--- config.mk ---
export PLATFORM = sky130hd
export DESIGN_NAME = system_reset_combiner
export DESIGN_NICKNAME = d
export VERILOG_FILES = /design/src/logic/reset_combiner_pkg.sv /design/src/logic/system_reset_combiner.sv
export SDC_FILE = /design/constraint.sdc
export NUM_CORES = 1
export LEC_CHECK = 0
export BUFFER_PORTS_ARGS = -buffer_cell sky130_fd_sc_hd__buf_2
export CAP_MARGIN = 20
export CELL_PAD_IN_SITES_DETAIL_PLACEMENT = 0
export CELL_PAD_IN_SITES_GLOBAL_PLACEMENT = 1
export CORE_MARGIN = 2
export CORE_UTILIZATION = 41
export DETAILED_ROUTE_END_ITERATION = 8
export MAX_ROUTING_LAYER = met4
export PLACE_DENSITY = 0.79
export SLEW_MARGIN = 25
export SYNTH_ARGS = -nofsm -noshare
export SYNTH_HDL_FRONTEND = slang
export SYNTH_SLANG_ARGS = --single-unit
--- constraint.sdc ---
create_clock -name clk_i -period 2 [get_ports clk_i]
set_clock_uncertainty 0.2 [all_clocks]
set_input_delay 0.6 -clock clk_i [delete_from_list [all_inputs] [get_ports clk_i]]
set_output_delay 0.6 -clock clk_i [all_outputs]
set_load 0.02 [all_outputs]
--- src/logic/reset_combiner_pkg.sv ---
/*
  Constants shared by the system reset combiner: clock rate, hold-off time,
  state codes and the layout of the reset cause vector.
  Assumes a single system clock at the rate given below.
*/
package reset_combiner_pkg;

  // ************************************************************
  // timing
  // ************************************************************
  localparam int CLK_PERIOD_NS = 40;
  // minimum time the master reset stays high after the last source goes idle
  localparam int RESET_HOLD_NS = 400;
  localparam int RESET_HOLD_CYCLES_RAW = (RESET_HOLD_NS + CLK_PERIOD_NS - 1) / CLK_PERIOD_NS;
  localparam int RESET_HOLD_CYCLES = (RESET_HOLD_CYCLES_RAW < 1) ? 1 : RESET_HOLD_CYCLES_RAW;
  localparam int HOLD_CNT_W = 8;

  // ************************************************************
  // reset cause vector layout
  // ************************************************************
  localparam int CAUSE_W = 6;
  localparam int CAUSE_POWER_ON = 0;
  localparam int CAUSE_MASTER_CLEAR = 1;
  localparam int CAUSE_SOFTWARE = 2;
  localparam int CAUSE_WATCHDOG = 3;
  localparam int CAUSE_BROWNOUT = 4;
  localparam int CAUSE_CONFIG_MISMATCH = 5;
  localparam logic [CAUSE_W-1:0] CAUSE_RESET_VALUE = 6'h01;

  // ************************************************************
  // sequencer states
  // ************************************************************
  typedef enum logic [1:0] {
    ST_RESET = 2'b00,
    ST_HOLD = 2'b01,
    ST_RUN = 2'b10
  } seq_state_t;

endpackage

--- src/logic/system_reset_combiner.sv ---
/*
  System reset combiner: merges power-on, master clear pin, software,
  watchdog, brown-out and configuration mismatch sources into one
  system master reset, records which sources fired, and latches entry
  into programming/debug operation when the master clear pin releases.
  Assumes: sys_rst_i is the power-on reset; the master clear pin, the
  programmer entry request and the brown-out detector come from outside
  the clock domain; software, watchdog and mismatch requests come from
  logic on clk_i and are themselves cleared by the master reset.
*/
// Summary of operation
// - a low level on the master clear pin puts the device into reset
// - all sources merge into one master reset output driven only here
// - six independent sources, any single one can cause the system reset
// - master clear pin resets, and enters programming and debug operation only when the entry request is held at its release
`timescale 1ns/1ps

module system_reset_combiner
  import reset_combiner_pkg::*;
#(
  parameter int HOLD_CYCLES = RESET_HOLD_CYCLES
)
(
  input wire logic clk_i,
  input wire logic sys_rst_i,
  input wire logic ce_i,
  input wire logic master_clear_pin_n_i,
  input wire logic debug_entry_req_i,
  input wire logic software_reset_source_i,
  input wire logic watchdog_reset_source_i,
  input wire logic brownout_reset_source_i,
  input wire logic config_mismatch_reset_source_i,
  input wire logic [CAUSE_W-1:0] cause_clear_i,
  output logic system_master_reset_o,
  output logic [CAUSE_W-1:0] reset_cause_o,
  output logic prog_debug_mode_o
);

  // ************************************************************
  // input synchronisers
  // ************************************************************
  // the master clear and brown-out synchronisers reset to the asserted level so that the
  // device never leaves power-on reset on a value not yet sampled
  logic master_clear_pin_meta_n;
  logic master_clear_pin_sync_n;
  logic master_clear_pin_prev_n;
  logic bor_meta;
  logic bor_sync;
  logic dbg_meta;
  logic dbg_sync;

  always_ff @(posedge clk_i or posedge sys_rst_i)
  begin
    if (sys_rst_i)
    begin
      master_clear_pin_meta_n <= 1'b0;
      master_clear_pin_sync_n <= 1'b0;
    end
    else if (ce_i)
    begin
      master_clear_pin_meta_n <= master_clear_pin_n_i;
      master_clear_pin_sync_n <= master_clear_pin_meta_n;
    end
  end

  always_ff @(posedge clk_i or posedge sys_rst_i)
  begin
    if (sys_rst_i)
    begin
      bor_meta <= 1'b1;
      bor_sync <= 1'b1;
    end
    else if (ce_i)
    begin
      bor_meta <= brownout_reset_source_i;
      bor_sync <= bor_meta;
    end
  end

  always_ff @(posedge clk_i or posedge sys_rst_i)
  begin
    if (sys_rst_i)
    begin
      dbg_meta <= 1'b0;
      dbg_sync <= 1'b0;
    end
    else if (ce_i)
    begin
      dbg_meta <= debug_entry_req_i;
      dbg_sync <= dbg_meta;
    end
  end

  // delayed copy of the synchronised pin for release detection
  always_ff @(posedge clk_i or posedge sys_rst_i)
  begin
    if (sys_rst_i)
    begin
      master_clear_pin_prev_n <= 1'b0;
    end
    else if (ce_i)
    begin
      master_clear_pin_prev_n <= master_clear_pin_sync_n;
    end
  end

  // ************************************************************
  // source merge
  // ************************************************************
  logic [CAUSE_W-1:0] src_active;
  logic any_src;

  always_comb
  begin
    src_active = '0;
    src_active[CAUSE_MASTER_CLEAR] = ~master_clear_pin_sync_n;
    src_active[CAUSE_SOFTWARE] = software_reset_source_i;
    src_active[CAUSE_WATCHDOG] = watchdog_reset_source_i;
    src_active[CAUSE_BROWNOUT] = bor_sync;
    src_active[CAUSE_CONFIG_MISMATCH] = config_mismatch_reset_source_i;
    any_src = |src_active;
  end

  // ************************************************************
  // release sequencer
  // ************************************************************
  seq_state_t state;
  seq_state_t next_state;
  logic [HOLD_CNT_W-1:0] hold_cnt;
  logic hold_done;

  assign hold_done = (hold_cnt == HOLD_CNT_W'(HOLD_CYCLES - 1));

  always_comb
  begin
    next_state = state;
    case (state)
      ST_RESET:
      begin
        if (!any_src)
        begin
          next_state = ST_HOLD;
        end
      end
      ST_HOLD:
      begin
        if (any_src)
        begin
          next_state = ST_RESET;
        end
        else if (hold_done)
        begin
          next_state = ST_RUN;
        end
      end
      ST_RUN:
      begin
        if (any_src)
        begin
          next_state = ST_RESET;
        end
      end
      default:
      begin
        next_state = ST_RESET;
      end
    endcase
  end

  always_ff @(posedge clk_i or posedge sys_rst_i)
  begin
    if (sys_rst_i)
    begin
      state <= ST_RESET;
    end
    else if (ce_i)
    begin
      state <= next_state;
    end
  end

  // counter restarts whenever a source returns during the hold-off
  always_ff @(posedge clk_i or posedge sys_rst_i)
  begin
    if (sys_rst_i)
    begin
      hold_cnt <= '0;
    end
    else if (ce_i)
    begin
      if (state == ST_HOLD && next_state == ST_HOLD)
      begin
        hold_cnt <= hold_cnt + HOLD_CNT_W'(1);
      end
      else
      begin
        hold_cnt <= '0;
      end
    end
  end

  // registered so that downstream flops never see a combinational glitch
  always_ff @(posedge clk_i or posedge sys_rst_i)
  begin
    if (sys_rst_i)
    begin
      system_master_reset_o <= 1'b1;
    end
    else if (ce_i)
    begin
      system_master_reset_o <= (next_state != ST_RUN);
    end
  end

  // ************************************************************
  // reset cause record
  // ************************************************************
  // a source active in the clearing cycle keeps its bit set
  always_ff @(posedge clk_i or posedge sys_rst_i)
  begin
    if (sys_rst_i)
    begin
      reset_cause_o <= CAUSE_RESET_VALUE;
    end
    else if (ce_i)
    begin
      reset_cause_o <= (reset_cause_o & ~cause_clear_i) | src_active;
    end
  end

  // ************************************************************
  // programming and debug entry
  // ************************************************************
  // the tool holds master clear low itself and signals entry; the
  // choice is taken at pin release, a plain pin reset leaves the mode
  always_ff @(posedge clk_i or posedge sys_rst_i)
  begin
    if (sys_rst_i)
    begin
      prog_debug_mode_o <= 1'b0;
    end
    else if (ce_i)
    begin
      if (master_clear_pin_sync_n && !master_clear_pin_prev_n)
      begin
        prog_debug_mode_o <= dbg_sync;
      end
    end
  end

endmodule

==> summary.txt <==
Status
  – Outcome: completed

Final layout
  – ANT cells: 0
  – Number of cells in the finished layout apart from fillers: 163
  – Synthesis-to-layout area growth: 16.3%
  – Number of nets in the finished design: 150
  – Layout cell share with drive strength beyond 1: 0.356
  – Fill cell count: 253
  – Final cell utilization of the core: 0.499

Critical path
  – Required time at the endpoint of the critical path: 1.20 ns
  – Startpoint kind of the worst setup timing path: register
  – Maximum fanout along the worst path: 2
  – Cell type group with the largest total delay on the critical path: flip-flops
  – Crit path largest cell delay: 0.55 ns
  – CP endpoint kind: output pin
  – Data arrival time at the worst-slack endpoint: 1.03 ns
  – Number of buffers and inverters on the critical path: 1
  – Worst path slowest cell: dfstp_2
  – Cells along the critical path: buf_2
  – Category of the most critical setup path: reg -> out

Synth
  – Netlist cell types: 36
  – Count of flip-flops with a built-in enable after synthesis: 0
  – Share of flip-flops with an asynchronous set or reset after synthesis: 1.00
  – Leading area contributor after synthesis: dfrtp_1
  – Leading post-synthesis cells by cell area: dfrtp_1, dfstp_2, mux2_2
  – Top cells by count, synth: dfrtp_1, nand2_1, inv_1, mux2_2, a21oi_1
  – Part of the Yosys area used for sequential elements: 0.537
  – Synth top area share: 0.448
  – Count of warnings emitted by yosys: 0
  – Area of the mapped netlist: 1170 sq um
  – Post-Synthesis Net Count: 122
  – Dominant cell by count in the synthesized netlist: dfrtp_1
  – Synthesized netlist cell count: 105
  – Number of flip-flops and latches in the synthesized netlist: 25
  – Average cell area after synthesis: 11.2 sq um
  – Dominant register cell in the synthesized netlist: dfrtp_1

Clocking
  – Htree depth: 1
  – Count of cells resized by post-cts repair: 0
  – CTS Buf Count: 3
  – Clock tree from TritonCTS: done
  – Total clock sinks: 25
  – Clock Root Buffer: clkbuf_4
  – Clk buf depth: 2
  – Clock Pin Slew Worst Setup and Hold Paths: 0.14 ns
  – Insertion delay of the later-clocked pin in the worst-skew pair: 0.32 ns
  – Number of buffers added for setup after CTS: 0
  – CTS Hold Bufs: 0

Timing
  – Final setup fails: 0
  – RSZ-0062 raised after global routing: no
  – Worst-margin pin slew: 0.304 ns
  – Sum of negative setup slack: 0 ns
  – Headroom to the max-slew limit: 0.797
  – Count of endpoints failing hold in the final timing report: 0
  – Ratio of final minimum period to clock period: 0.917
  – Maximum frequency from static timing analysis: 545 MHz
  – Min Clock Period, post-route: 1.83 ns
  – Final slew viol count: 0

Routing
  – DR vias: 823
  – DRC marker count from the first detailed-route iteration: 17
  – Met3 layer wire length in the routed design: 53 um
  – Number of vias per cell: 5.05
  – Total routed wire length on the met1 layer: 1060 um
  – DR WL met2: 1000 um
  – Antenna Nets Post-Route: 0
  – # DRC: 0
  – Detailed-routing iteration count for the pre-antenna-repair pass: 4
  – Total detailed-routing wirelength: 2150 um
  – Final routed wire length divided by cell count: 13.2 um
  – Topmost layer with routed signal wires: met4

Floorplan
  – Starting Density: 0.429
  – I/O pin cnt: 23
  – Die width: 57.5 um
  – Die height: 57.5 um
  – Row cnt: 19
  – Die Footprint: 3310 sq um
  – Core area: 2730 sq um

Placed design
  – Count of port buffers added during placement: 22
  – DP HPWL: 1600 um
  – Final weighted congestion in routability-driven placement: 0.749
  – DP Cell Count: 159

GRT
  – Global-route wire length before repair: 3830 um
  – Global-route usage over all layers: 0.156
  – Maximum number of pins on one net before global-route repair: 26
  – Overall overflow remaining after global route: 0
  – Via count of the first global-routing pass: 866
  – Number of antenna violations at the first check in global routing: 0

Min path
  – Worst hold path class: in -> async

Pwr
  – Leakage: 0.590 nW
  – Peak supply drop: 571 uV
  – Power per cell area: 705 nW/um^2
  – PnR Total Power: 0.963 mW

Job
  – Count of max-cap constraint violations: 0
stage by stage:
step / instance area, sq um / hold slack, ns / worst slack [ns]
final: 1370 / 0.0879 / 0.165
after floorplan: 1170 / 0.271 / 0.307
after CTS: 1370 / 0.0952 / 0.148
after global routing: 1370 / 0.100 / 0.122
after global placement: 1340 / 0.268 / 0.0745
after detailed placement: 1340 / 0.275 / 0.0104
power breakdown:
| group | internal [mW] | switching (mW) |
|---|---|---|
| sequential | 0.553 | 0.0248 |
| combinational | 0.0692 | 0.0823 |
| clock | 0.0765 | 0.157 |
| total | 0.698 | 0.264 |
state kept, by name (all words and copies together) (netlist names):
name	flops
prog_debug_mode_o	1
master_clear_pin_sync_n	1
state	2
master_clear_pin_prev_n	1
system_master_reset_o	1
hold_cnt	8
dbg_sync	1
dbg_meta	1
master_clear_pin_meta_n	1
bor_sync	1
reset_cause_o	6
bor_meta	1
placed cells by master, fill, tap and decap left out, drive strengths merged, types with 3 or more instances in the layout:
cell type	n
nand3	4
mux2	8
o21ai	5
a22o	4
nand4	3
clkbuf	3
nand2	12
a21oi	5
buf	27
inv	8
nor2	3
dfstp	4
dfrtp	21
kinds of logic (layout without fill, tap and decap cells):
kind of cell / after synthesis / after routing / share of synthesized area
xor+xnor: 3 / 3 / 0.0224
buf+inv: 12 / 39 / 0.0469
flops: 25 / 25 / 0.537
mux: 8 / 8 / 0.0768
compound gates: 22 / 22 / 0.133
simple gates: 33 / 33 / 0.162
fa+ha+maj: 2 / 2 / 0.0213
metal layers:
layer | track usage | vias up
met4 | 0.0598 | 0
met1 | 0.198 | 385
met3 | 0.0408 | 2
li1 | - | 426
met2 | 0.239 | 10
met5 | - | -
worst min-delay path, delay by kind of cell:
family | cells | cell delay, ns
buf+inv | 3 | 0.43
final cells by class:
| cell class | count | area, sq um | area share |
|---|---|---|---|
| flip-flops and latches | 25 | 631 | 0.462 |
| clock inverters | 1 | 7.51 | 0.00550 |
| clock buffers | 3 | 22.5 | 0.0165 |
| repair buffers | 27 | 148 | 0.108 |
| multi-input cells | 68 | 488 | 0.357 |
| inverters | 8 | 30.0 | 0.0220 |
| well taps | 31 | 38.8 | 0.0284 |
worst paths after layout:
path | startpoint | cells past startpoint | slack (ns) | to
max | system_master_reset_o | 1 | 0.17 | system_master_reset_o
min in group clk_i | cause_clear_i[0] | 2 | 0.21 | reset_cause_o[0]
max in group asynchronous | sys_rst_i | 3 | 1.22 | bor_meta
max reg2reg | hold_cnt[1] | 6 | 0.29 | state[0]
min reg2reg | reset_cause_o[0] | 1 | 0.29 | reset_cause_o[0]
min | sys_rst_i | 3 | 0.09 | reset_cause_o[5]
Note: power is estimated with default switching activity, not from simulation.
